==> src/bst_consts.svh <==
`ifndef BST_CONSTS_SVH
`define BST_CONSTS_SVH
`define BST_IR_W       4
`define BST_DR_W       8
`define BST_IR_RESET   4'h1
`define BST_IR_CAPTURE 4'h1
`define BST_IR_BYPASS  4'hf
`define BST_FIFO_DEPTH 2
`define BST_CNT_W      2
`define BST_CNT_FULL   2'h2
`define BST_CNT_ONE    2'h1
`define BST_CNT_ZERO   2'h0
`endif

==> src/bst_pkg.sv <==
`default_nettype none
`include "bst_consts.svh"
package bst_pkg;
  // Gray steps along reset, idle, select-DR, capture, shift
  typedef enum logic [3:0] {
    BST_RESET      = 4'h0,
    BST_IDLE       = 4'h1,
    BST_SEL_DR     = 4'h3,
    BST_CAPTURE_DR = 4'h2,
    BST_SHIFT_DR   = 4'h6,
    BST_EXIT1_DR   = 4'h7,
    BST_PAUSE_DR   = 4'h5,
    BST_EXIT2_DR   = 4'h4,
    BST_UPDATE_DR  = 4'hc,
    BST_SEL_IR     = 4'hd,
    BST_CAPTURE_IR = 4'hf,
    BST_SHIFT_IR   = 4'he,
    BST_EXIT1_IR   = 4'ha,
    BST_PAUSE_IR   = 4'hb,
    BST_EXIT2_IR   = 4'h9,
    BST_UPDATE_IR  = 4'h8
  } bst_state_type;
  typedef logic [`BST_DR_W-1:0] bst_word_type;
endpackage
`default_nettype wire

==> src/bst_test_port.sv <==
`timescale 1ns/1ps
`default_nettype none
`include "bst_consts.svh"
//////////////////////////////////////////////////////////////////////////////
// Contract
// - Test reset pin low forces the test port controller into its reset state.
// - Mode select sampled at each rising test clock edge steers the controller.
// - Serial test input sampled at each rising test clock edge.
// - Serial test output changes only at falling test clock edges.
// - Test output driven only while a data or instruction scan shifts.
//////////////////////////////////////////////////////////////////////////////
module bst_test_port (
  input  wire logic                ref_clk,
  input  wire logic                rst,
  input  wire logic                clk_en,
  input  wire logic                tck,
  input  wire logic                tms,
  input  wire logic                tdi,
  input  wire logic                trst_n,
  output var  logic                tdo_o,
  output var  logic                tdo_oe,
  input  wire logic                cap_valid,
  input  wire bst_pkg::bst_word_type cap_data,
  output var  logic                cap_ready,
  output var  logic                upd_valid,
  output var  bst_pkg::bst_word_type upd_data,
  input  wire logic                upd_ready
);
  import bst_pkg::*;

  //////////////////////////////////////////////////////////////////////////////
  // Pin synchronisers; edges only from the second stage onward
  logic [2:0] tck_q;
  logic [1:0] tms_q;
  logic [1:0] tdi_q;
  logic [1:0] trst_q;
  logic       rise;
  logic       fall;
  logic       tap_rst;

  always_ff @(posedge ref_clk) begin
    if (rst) begin
      tck_q  <= 3'h0;
      tms_q  <= 2'h3;
      tdi_q  <= 2'h0;
      trst_q <= 2'h0;
    end else if (clk_en) begin
      tck_q  <= {tck_q[1:0], tck};
      tms_q  <= {tms_q[0], tms};
      tdi_q  <= {tdi_q[0], tdi};
      trst_q <= {trst_q[0], trst_n};
    end
  end

  assign rise    = clk_en && tck_q[1] && !tck_q[2];
  assign fall    = clk_en && !tck_q[1] && tck_q[2];
  assign tap_rst = rst || !trst_q[1];

  //////////////////////////////////////////////////////////////////////////////
  // Controller
  bst_state_type state_q;
  bst_state_type state_d;
  logic          m;

  always_comb begin
    m = tms_q[1];
    case (state_q)
      BST_RESET:      state_d = m ? BST_RESET     : BST_IDLE;
      BST_IDLE:       state_d = m ? BST_SEL_DR    : BST_IDLE;
      BST_SEL_DR:     state_d = m ? BST_SEL_IR    : BST_CAPTURE_DR;
      BST_CAPTURE_DR: state_d = m ? BST_EXIT1_DR  : BST_SHIFT_DR;
      BST_SHIFT_DR:   state_d = m ? BST_EXIT1_DR  : BST_SHIFT_DR;
      BST_EXIT1_DR:   state_d = m ? BST_UPDATE_DR : BST_PAUSE_DR;
      BST_PAUSE_DR:   state_d = m ? BST_EXIT2_DR  : BST_PAUSE_DR;
      BST_EXIT2_DR:   state_d = m ? BST_UPDATE_DR : BST_SHIFT_DR;
      BST_UPDATE_DR:  state_d = m ? BST_SEL_DR    : BST_IDLE;
      BST_SEL_IR:     state_d = m ? BST_RESET     : BST_CAPTURE_IR;
      BST_CAPTURE_IR: state_d = m ? BST_EXIT1_IR  : BST_SHIFT_IR;
      BST_SHIFT_IR:   state_d = m ? BST_EXIT1_IR  : BST_SHIFT_IR;
      BST_EXIT1_IR:   state_d = m ? BST_UPDATE_IR : BST_PAUSE_IR;
      BST_PAUSE_IR:   state_d = m ? BST_EXIT2_IR  : BST_PAUSE_IR;
      BST_EXIT2_IR:   state_d = m ? BST_UPDATE_IR : BST_SHIFT_IR;
      BST_UPDATE_IR:  state_d = m ? BST_SEL_DR    : BST_IDLE;
      default:        state_d = BST_RESET;
    endcase
  end

  always_ff @(posedge ref_clk) begin
    if (tap_rst) begin
      state_q <= BST_RESET;
    end else if (rise) begin
      state_q <= state_d;
    end
  end

  //////////////////////////////////////////////////////////////////////////////
  // Two-entry buffer feeding Capture-DR
  bst_word_type            fifo_q [`BST_FIFO_DEPTH];
  logic                    wr_ptr_q;
  logic                    rd_ptr_q;
  logic [`BST_CNT_W-1:0]   cnt_q;
  logic [`BST_CNT_W-1:0]   cnt_d;
  logic                    push;
  logic                    pop;
  logic                    cap_evt;

  assign cap_evt = rise && state_q == BST_CAPTURE_DR;
  // Tester cannot be stalled, so a capture with an empty buffer loads zero
  assign pop     = cap_evt && cnt_q != `BST_CNT_ZERO;
  assign push    = clk_en && cap_valid && cap_ready;

  always_comb begin
    cnt_d = cnt_q;
    if (push && !pop) begin
      cnt_d = cnt_q + `BST_CNT_ONE;
    end else if (pop && !push) begin
      cnt_d = cnt_q - `BST_CNT_ONE;
    end
  end

  always_ff @(posedge ref_clk) begin
    if (rst) begin
      wr_ptr_q  <= 1'b0;
      rd_ptr_q  <= 1'b0;
      cnt_q     <= `BST_CNT_ZERO;
      cap_ready <= 1'b0;
    end else if (clk_en) begin
      if (push) begin
        fifo_q[wr_ptr_q] <= cap_data;
        wr_ptr_q         <= !wr_ptr_q;
      end
      if (pop) begin
        rd_ptr_q <= !rd_ptr_q;
      end
      cnt_q     <= cnt_d;
      cap_ready <= cnt_d != `BST_CNT_FULL;
    end
  end

  //////////////////////////////////////////////////////////////////////////////
  // Instruction and data shift paths
  logic [`BST_IR_W-1:0] ir_sh_q;
  logic [`BST_IR_W-1:0] ir_q;
  bst_word_type         dr_q;
  logic                 byp_q;
  logic                 bypass;

  assign bypass = ir_q == `BST_IR_BYPASS;

  always_ff @(posedge ref_clk) begin
    if (tap_rst) begin
      ir_sh_q <= `BST_IR_CAPTURE;
      ir_q    <= `BST_IR_RESET;
      dr_q    <= '0;
      byp_q   <= 1'b0;
    end else if (rise) begin
      case (state_q)
        BST_CAPTURE_IR: ir_sh_q <= `BST_IR_CAPTURE;
        BST_SHIFT_IR:   ir_sh_q <= {tdi_q[1], ir_sh_q[`BST_IR_W-1:1]};
        BST_UPDATE_IR:  ir_q    <= ir_sh_q;
        BST_CAPTURE_DR: begin
          byp_q <= 1'b0;
          dr_q  <= pop ? fifo_q[rd_ptr_q] : '0;
        end
        BST_SHIFT_DR: begin
          if (bypass) begin
            byp_q <= tdi_q[1];
          end else begin
            dr_q <= {tdi_q[1], dr_q[`BST_DR_W-1:1]};
          end
        end
        default: ;
      endcase
    end
  end

  //////////////////////////////////////////////////////////////////////////////
  // Update-DR words out; a word arriving while one waits replaces it
  always_ff @(posedge ref_clk) begin
    if (rst) begin
      upd_valid <= 1'b0;
      upd_data  <= '0;
    end else if (clk_en) begin
      if (rise && state_q == BST_UPDATE_DR && !bypass) begin
        upd_valid <= 1'b1;
        upd_data  <= dr_q;
      end else if (upd_ready) begin
        upd_valid <= 1'b0;
      end
    end
  end

  //////////////////////////////////////////////////////////////////////////////
  // Output pin, moved only on falling edges
  logic shifting;
  logic out_bit;

  assign shifting = state_q == BST_SHIFT_DR || state_q == BST_SHIFT_IR;
  assign out_bit  = state_q == BST_SHIFT_IR ? ir_sh_q[0] : (bypass ? byp_q : dr_q[0]);

  always_ff @(posedge ref_clk) begin
    if (tap_rst) begin
      tdo_o  <= 1'b0;
      tdo_oe <= 1'b0;
    end else if (fall) begin
      tdo_o  <= shifting ? out_bit : 1'b0;
      tdo_oe <= shifting;
    end
  end
endmodule // bst_test_port
`default_nettype wire

==> config.mk <==
export PLATFORM = sky130hd
export DESIGN_NAME = bst_test_port
export DESIGN_NICKNAME = d
export VERILOG_FILES = /design/src/bst_pkg.sv /design/src/bst_test_port.sv
export VERILOG_INCLUDE_DIRS = /design/src
export SDC_FILE = /design/constraint.sdc
export NUM_CORES = 1
export LEC_CHECK = 0
export BUFFER_PORTS_ARGS = -buffer_cell sky130_fd_sc_hd__buf_4
export CAP_MARGIN = 20
export CORE_UTILIZATION = 50
export CTS_CLUSTER_SIZE = 25
export DETAILED_ROUTE_END_ITERATION = 8
export PLACE_DENSITY = 0.7
export SETUP_SLACK_MARGIN = 0.5
export SYNTH_ARGS = -nofsm -noshare
export SYNTH_HDL_FRONTEND = slang
export SYNTH_SLANG_ARGS = --single-unit
==> constraint.sdc <==
create_clock -name ref_clk -period 5.4 [get_ports ref_clk]
set_clock_uncertainty 0.2 [all_clocks]
set_input_delay 0.81 -clock ref_clk [delete_from_list [all_inputs] [get_ports ref_clk]]
set_output_delay 0.81 -clock ref_clk [all_outputs]
set_load 0.02 [all_outputs]
# Yosys cells after proc, flatten, opt, wreduce, memory -nomap -nowiden
# Memories as Yosys holds them, arrays and structs flattened. A register that Yosys moved wholly into a read port is not among the register bits.
# Cells that the tools add are included.
[classes]
n_mux = 32
eq_ne = 19
reduce_logical = 38
add_sub_neg = 2
[op_table]
columns = ["operator", "count"]
rows = [
  ["$pmux 4 s12", 1],
  ["$eq 4x4->1 const B", 9],
  ["$eq 4x3->1 const B", 4],
  ["$mux 4", 4],
  ["$mux 8", 2],
  ["$pmux 8 s2", 1],
  ["$mux 1", 15],
  ["$logic_and 1x1->1", 12],
  ["$reduce_and 2->1", 6],
  ["$mux 2", 5],
  ["$eq 4x2->1 const B", 2],
  ["$logic_not 1->1", 8],
  ["$pmux 4 s2", 1],
  ["$reduce_bool 2->1", 4],
  ["$mux 3", 2],
  ["$ne 2x2->1 const B", 3],
  ["$reduce_and 3->1", 2],
  ["$eq 4x1->1 const B", 1],
  ["$logic_not 4->1", 1],
  ["$reduce_or 2->1", 2],
  ["$reduce_or 3->1", 1],
  ["$add 2x1->2 const B", 1],
  ["$logic_or 1x1->1", 2],
  ["$pmux 1 s2", 1],
  ["$sub 2x1->2 const B", 1],
]
[totals]
mem_bits_rw = 16
wordCells = 109
ff_bits = 46
mem_count = 1
output_inout_bits = 12
[memory_table]
columns = ["memory", "words", "width", "read_ports", "rd_clocked_by_memory_dff", "wr", "line", "rtl"]
rows = [
  ["fifo_q", 2, 8, 1, 1, 1, "bst_test_port.sv:98", "bst_word_type fifo_q [`BST_FIFO_DEPTH];"],
]

# Logic depth before layout (Yosys ltp)
# Gate-level depths: netlist (run 1).
[logic_depth]
depth_word = 8
mapped_depth = 7
ltp_nobuf = 6

# Worst setup path before layout (run 1)
# No wires, ideal clock.
[synth_path]
kind = "input to register"
startpoint = "input clk_en"
endpoint = "memory fifo_q[0][0] (netlist name) (enable)"
setup_ns = 0.370
t_arrival_ns = 1.771
required_ns = 4.830
setup_slack_ns = 3.058
path_stages = 4
path_cell_list = "buf_2 -> nand3_1 -> nand2b_1 -> nor2_1"
[synth_between]
elab_chain_cells = 6
[synth_rtl]
columns = ["item", "line", "rtl"]
rows = [
  ["start, declared", "bst_test_port.sv:15", "input wire logic clk_en,"],
  ["$logic_and 1x1->1 (2 in a row)", "bst_test_port.sv:110", "assign push = clk_en && cap_valid && cap_ready;"],
  ["$mux 1", "bst_test_port.sv:128", "if (push) begin"],
  ["$mux 1 *", "bst_test_port.sv:127", "end else if (clk_en) begin"],
  ["$mux 1 *", "bst_test_port.sv:122", "if (rst) begin"],
  ["$mux 1 (implied by the code) *", "bst_test_port.sv:129", "fifo_q[wr_ptr_q] <= cap_data;"],
  ["end, declared", "bst_test_port.sv:98", ""],
]
# Every way passes the cells marked *; elsewhere a longest branch is shown, timed or not.

# Worst setup path after layout (run 1)
[layout_path]
startpoint = "input clk_en"
endpoint = "register cap_ready"
[layout_between]
elab_chain_cells = 8
word_cells_on_any_way = 13
cone_classes = "eq/ne: 1; mux: 2; reduce/logical: 10"
[layout_rtl]
columns = ["item", "line", "rtl"]
rows = [
  ["$logic_and 1x1->1 (2 in a row)", "bst_test_port.sv:55", "assign rise = clk_en && tck_q[1] && !tck_q[2];"],
  ["$logic_and 1x1->1", "bst_test_port.sv:107", "assign cap_evt = rise && state_q == BST_CAPTURE_DR;"],
  ["$logic_and 1x1->1 (no line)", "n/a", ""],
  ["$logic_and 1x1->1 or $logic_not 1->1 (tied branches)", "bst_test_port.sv:116, bst_test_port.sv:114", ""],
  ["$mux 2 or $logic_and 1x1->1 (tied branches)", "bst_test_port.sv:116, bst_test_port.sv:114", ""],
  ["$mux 2", "bst_test_port.sv:114", "if (push && !pop) begin"],
  ["$ne 2x2->1 (no line)", "n/a", ""],
  ["end signal, assigned", "bst_test_port.sv:136", "cap_ready <= cnt_d != `BST_CNT_FULL;"],
  ["end, declared", "bst_test_port.sv:24", "output var logic cap_ready,"],
]
# Parallel ways exist; a longest one is shown, timed or not.
# A chain may end at the register's enable or synchronous reset.

==> results of run 1 <==
## power breakdown
group | total, uW | switching, uW | internal (uW)
clock | 384 | 174 | 210
combinational | 52.7 | 26.6 | 26.2
sequential | 499 | 6.41 | 492
## sequential cells by signal, summed over array words and instances (netlist names), named ones only
name and cells:
ir_q 4, tdi_q 2, ir_sh_q 4, upd_data 8
dr_q 8, rd_ptr_q 1, state_q 4, tdo_oe 1
fifo_q 16, wr_ptr_q 1, tdo_o 1, cnt_q 2
tck_q 3, cap_ready 1, upd_valid 1, tms_q 2
trst_q 2, byp_q 1
## cells in the final DEF, fill, tap and decap left out, drive strengths merged, types with 2 or more instances in the layout
cell	instances
dfxtp	47
nor2	38
buf	28
mux2i	22
edfxtp	16
nand2	13
o21ai	12
clkbuf	11
mux2	10
a21oi	9
a221oi	9
inv	7
nor2b	5
nand3	4
xnor2	4
a22oi	4
a31oi	4
nand2b	3
o31ai	3
and3	3
or3	3
clkinvlp	3
clkinv	3
nand3b	3
o211ai	2
a211oi	2
## cell families after synthesis
group | synth area share [%]
adder cells (fa/ha/maj) | 0.8287
AND/OR/NAND/NOR | 15.19
multiplexers | 12.25
XOR/XNOR | 1.289
flip-flops | 52.30
AO/OA/AOI/OAI | 14.09
buffers and inverters | 4.052
## path summary, 6_finish.rpt
check | endpoint | from | slack (ns) | cells past startpoint
worst max-delay path | cap_ready | clk_en | 2.85 | 5
worst min-delay path | upd_valid | upd_valid | 0.26 | 2
worst max register to register | cap_ready | state_q[1] | 2.88 | 4
worst min register to register | upd_valid | upd_valid | 0.26 | 2
## stage by stage
step / hold slack, ns / area, um^2 / power (uW) / utilization (%) / worst slack [ns]
global route: 0.2850 / 3129 / 973.5 / 60.50 / 2.711
global placement: 0.2455 / 2935 / 559.6 / 56.75 / 2.533
floorplan: 0.2373 / 2718 / 542.6 / - / 3.058
finish: 0.2621 / 3129 / 935.6 / 60.50 / 2.848
CTS: 0.2647 / 3124 / 944.8 / 60.40 / 2.840
detailed placement: 0.2501 / 2935 / 560.9 / 56.75 / 2.483
## tightest hold or removal path, cell delays in order (launching register included)
cell	delay [ns]
dfxtp_1	0.31
nand2_1	0.05
a21oi_1	0.05
## final cells by class
cell class                      count  share of cell area [%]
Clock buffer                       10                   4.078
Sequential cell                    63                   45.42
Clock inverter                      6                   1.959
Multi-Input combinational cell    174                   37.90
Inverter                            8                  0.9596
Timing Repair Buffer               29                   6.877
Tap cell                           70                   2.799
## per-layer routing
metal / part of all wire (%) / track usage, % / vias up
met5: 0 / 0 / -
met3: 4.5 / 6.878 / 8
li1: - / - / 1007
met1: 47 / 27.76 / 952
met2: 46 / 31.35 / 51
met4: 1.5 / 9.465 / 0
==> summary.txt, run 1 <==
Outcome
  • Status: finished, final reports clean

Die
  • Die Ht: about 76 um
  • Die W: 75.73 um
  • Initial core utilization: 52.54%
  • Core area: 0.005172 mm^2
  • Row count: 26
  • Top Ports: 29
  • Die area: 0.005734 mm^2

Timing
  • Setup total negative slack: 0 ns
  • Final Slew Violations: 0
  • Setup violations, final: 0
  • Final Hold Viols: 0
  • Final worst path period need: 2.552 ns
  • Fmax: 0.3919 GHz
  • RSZ-0062 raised after global routing: false
  • Fin crit share: a little under half
  • Worst Max-Slew Pin Slew: approximately 0.9 ns
  • Slew Limit Headroom: 38.64%

Clocking
  • Root buffer cell: clkbuf_8
  • Clk_lat worst skew: between 0.3 and 0.4 ns
  • CTS tree: built
  • H-Tree Depth: 3
  • CTS buffer count: 9
  • # clock sinks: 63
  • Reg clk slew, reported paths: approximately 0.07 ns
  • CTS Hold Buffers Added: 0
  • Post-cts resize count: 0
  • Maximum clock path buffer count: 2
  • Post CTS Setup Buffer Count: 0

Synthesis
  • Post-synth top cells: 47 x dfxtp_1, 38 x nor2_1, 22 x mux2i_1
  • Predominant post-synthesis flop cell: dfxtp_1
  • Synth area leader: dfxtp_1
  • Post-synth EDFFs: 16
  • Synth cell types: 50
  • Post-Syn Nets: about 280
  • Register area share after synthesis: 52.30%
  • FF+latch count, synth: 63
  • Largest cells by area after synthesis: dfxtp_1 35%, edfxtp_1 18%, mux2i_1 8.1%
  • Avg Inst Size Synth: between 10 and 15 um^2
  • Syn. warnings: 0
  • Synth Instances: 261
  • Post-synth top area share: about a third
  • Netlist Area Pre-Place: ~0.0027 mm^2
  • Asr flop ratio synth: 0%
  • Top-count cell post-synth: dfxtp_1

Routing
  • Vias per cell: 5.606
  • DRC viols: 0
  • WL/cell: 14.74 um
  • Post-detailed-route count of antenna-violating nets: 0
  • Final wirelength: 5307 um
  • DR vias: 2018
  • First drt pass iteration count: 4
  • Initial DRC count: 83

Setup path
  • Max stage delay on crit path: 0.80 ns
  • Worst EP arrival: 2.62 ns
  • Delay-heaviest family, CP: simple AND/OR/NAND/NOR gates
  • Worst-path fanout max: 20
  • CP Class: input port to flop
  • Startpoint Class: input port
  • Crit-path cells: buf_4, nand3b_2, nor3_2, mux2_2, o22ai_1
  • Worst path slowest cell: nor3_2
  • WP data required: approximately 5.5 ns
  • CP endpoint kind: flop
  • WP buf/inv: 1

Global route
  • Initial antenna violation count: 0
  • Number of global-route vias before repair: 1823
  • First-pass GRT wire length: between 8000 and 9000 um
  • Largest net degree at the start of global routing: 23
  • Total global routing overflow: 0
  • Total GRT Usage: 20.99%

Cells and area
  • P&R area growth vs syn: 15.15%
  • Final std cells w/o fill: 360
  • Net count, final: 303
  • FILL cells: 436
  • N_diodes: 0
  • Multi-input logic area: 0.001186 mm^2
  • Share of cells above drive strength 1: 20.34%
  • Register area: 0.001421 mm^2

Placement
  • Post-DP HPWL: 3527 um
  • Placed Cells: 343
  • GPL Wtd Cong: 0.8147
  • IO buf count: 28

Pwr
  • VDD IR max: 0.1680 mV
  • PwrDens: 299.0 mW/mm^2
  • Cell leakage power: between 0.001 and 0.0015 uW

Job
  • Maxcap violations: 0

Worst hold path
  • Min-Delay Path Class: flop to flop
(Power assumes the default switching activity.)
==> inputs of run 2 (changes only) <==
- clock period: 5.4 -> 2.4 ns (I/O delays scaled with it)
==> run 2 against run 1 <==
  * Wire length increased by 12%
  * Final cell count rose by 7.5%
  * Clock power increased by 120%
  * Core utilization up 6.0 points
  * Sequential cell count is the same
  * Non-clock buffer count up 26
  * Largest power group unchanged
==> summary.txt, run 2 (synthesized netlist as in run 1, its figures left out) <==
Routing
  • Initial DRC count: 174
  • Post-detailed-route count of antenna-violating nets: 0
  • DR vias: 2195
  • Final wirelength: 5968 um
  • DRC viols: 0
  • WL/cell: between 15 and 20 um
  • Vias per cell: 5.672
  • First drt pass iteration count: 4

Placement
  • Placed Cells: approximately 350
  • IO buf count: 28
  • Post-DP HPWL: 3818 um
  • GPL Wtd Cong: 0.8692
  • Worst slack, placed: 0.2981 ns

Clocking
  • Root buffer cell: clkbuf_8
  • # clock sinks: 63
  • CTS buffer count: 9
  • Reg clk slew, reported paths: 0.07 ns
  • CTS tree: built
  • Maximum clock path buffer count: 2
  • Clk_lat worst skew: 0.35 ns
  • H-Tree Depth: 3

Pwr
  • Total power: 2119 uW
  • PwrDens: 615.7 mW/mm^2
  • Cell leakage power: 0.001418 uW
  • VDD IR max: 0.3767 mV

Die
  • Initial core utilization: between 50% and 60%
  • Row count: 26
  • Die W: 75.73 um
  • Die area: 0.005734 mm^2
  • Die Ht: 75.73 um
  • Core area: 0.005172 mm^2
  • Top Ports: 29

Cells and area
  • FILL cells: 388
  • N_diodes: 0
  • Net count, final: 330
  • Regs by FF count: fifo_q: 16 flops, dr_q: 8 flops, upd_data: 8 flops
  • Max reg flops: 16
  • Biggest register: fifo_q
  • Share of cells above drive strength 1: 29.34%
  • Multi-input logic area: 0.001251 mm^2
  • Commonest non-fill, non-tap cell in the layout: buf_4
  • Register area: between 0.001 and 0.0015 mm^2
  • Final Util: approximately two thirds
  • Final std cells w/o fill: 387
  • Commonest non-fill, non-tap cells in the layout: 43 x buf_4, 40 x dfxtp_1, 38 x nor2_1, 22 x mux2i_1, 16 x edfxtp_1
  • P&R area growth vs syn: 26.66%

Worst hold path
  • Min-Delay Path Class: input port to flop

Timing
  • Slew Limit Headroom: between 60% and 70%
  • Fin crit share: 78.83%
  • Setup violations, final: 0
  • Final Hold Viols: 0
  • Setup total negative slack: 0 ns
  • Worst Max-Slew Pin Slew: roughly 0.57 ns
  • Final setup margin: 0.5081 ns
  • RSZ-0062 raised after global routing: true
  • Fmax: 0.5286 GHz
  • Final worst path period need: 1.892 ns
  • Final Slew Violations: 0

Outcome
  • Status: finished, final reports clean

Setup path
  • Startpoint Class: flop
  • CP endpoint kind: flop
  • Crit-path cells: and4_1, a2111o_1, a221oi_1, nor2_1
  • Max stage delay on crit path: roughly 0.57 ns
  • Reg2Reg Setup Slack: between 0.5 and 0.6 ns
  • Worst-path fanout max: 8
  • Worst path slowest cell: a2111o_1
  • WP data required: between 2 and 2.5 ns
  • Worst EP arrival: 1.92 ns
  • CP Class: flop to flop
  • WP buf/inv: 0
  • Delay-heaviest family, CP: compound AO/OA/AOI/OAI gates

Global route
  • Busiest grt layer: met2
  • Initial antenna violation count: 0
  • GRT met1 Usage: 29.82%
  • Total global routing overflow: 0
  • Met3 Use GR: under 10%
  • Number of global-route vias before repair: 1942
  • First-pass GRT wire length: about 9000 um
  • Largest net degree at the start of global routing: 23
  • Met2 usage: 33.63%
  • Total GRT Usage: 22.35%

Job
  • Maxcap violations: 0
[run 2: cell count changes in the layout (fill, tap and decap cells not counted), moves of 2 or more]
cell           delta
buf_4            +15
dfxtp_1           -7
dfxtp_2           +4
dfxtp_4           +3
dlygate4sd3_1     +8
inv_1             -2
inv_2             +2
mux2_2            -2
mux2_4            +2
[run 2: worst reg2reg max path, stage by stage, from the launching register on]
cell and delay (ns):
dfxtp_1 0.32, and4_1 0.29, a2111o_1 0.57, a221oi_1 0.31
nor2_1 0.09
[run 2: layer usage]
metal  part of all wire [%]  wire, um
met3                    5.6       332
met1                     47      2785
met2                     46      2748
met4                    1.7       101
met5                      0         0
[run 2: worst paths after layout]
path,startpoint,endpoint,cells past startpoint
worst max-delay path,ir_q[3],dr_q[1],4
worst min-delay path,tms,tms_q[0],3
worst max register to register,ir_q[3],dr_q[1],4
worst min register to register,tdo_oe,tdo_oe,2
[run 2: stage by stage]
step	cell area (um^2)	hold WS [ns]
2_1_floorplan	2724	0.2373
3_3_place_gp	3002	0.2579
3_5_place_dp	3002	0.2539
4_1_cts	3337	0.03273
5_1_grt	3442	0.04828
6_report	3442	0.04045
[run 2: repair_timing]
item	in CTS	in global routing
hold buffers	8	0
gates resized for setup	12	13
hold endpoints to repair	16	0
pin swaps	2	6
setup endpoints to repair	25	20
cloned	1	1
buffers inserted	4	6
[run 2: final cells by class]
cell class,count,share of cell area [%]
clock buffers,10,3.999
flip-flops and latches,63,41.77
clock inverters,6,1.272
repair buffers,55,13.20
multi-input cells,175,36.35
inverters,8,0.8724
well taps,70,2.545
[run 2: where the power goes]
| group | switching, uW | internal, uW |
|---|---|---|
| combinational | 72.3 | 90.5 |
| sequential | 13.8 | 1110 |
| clock | 432 | 406 |
| total | 518 | 1600 |
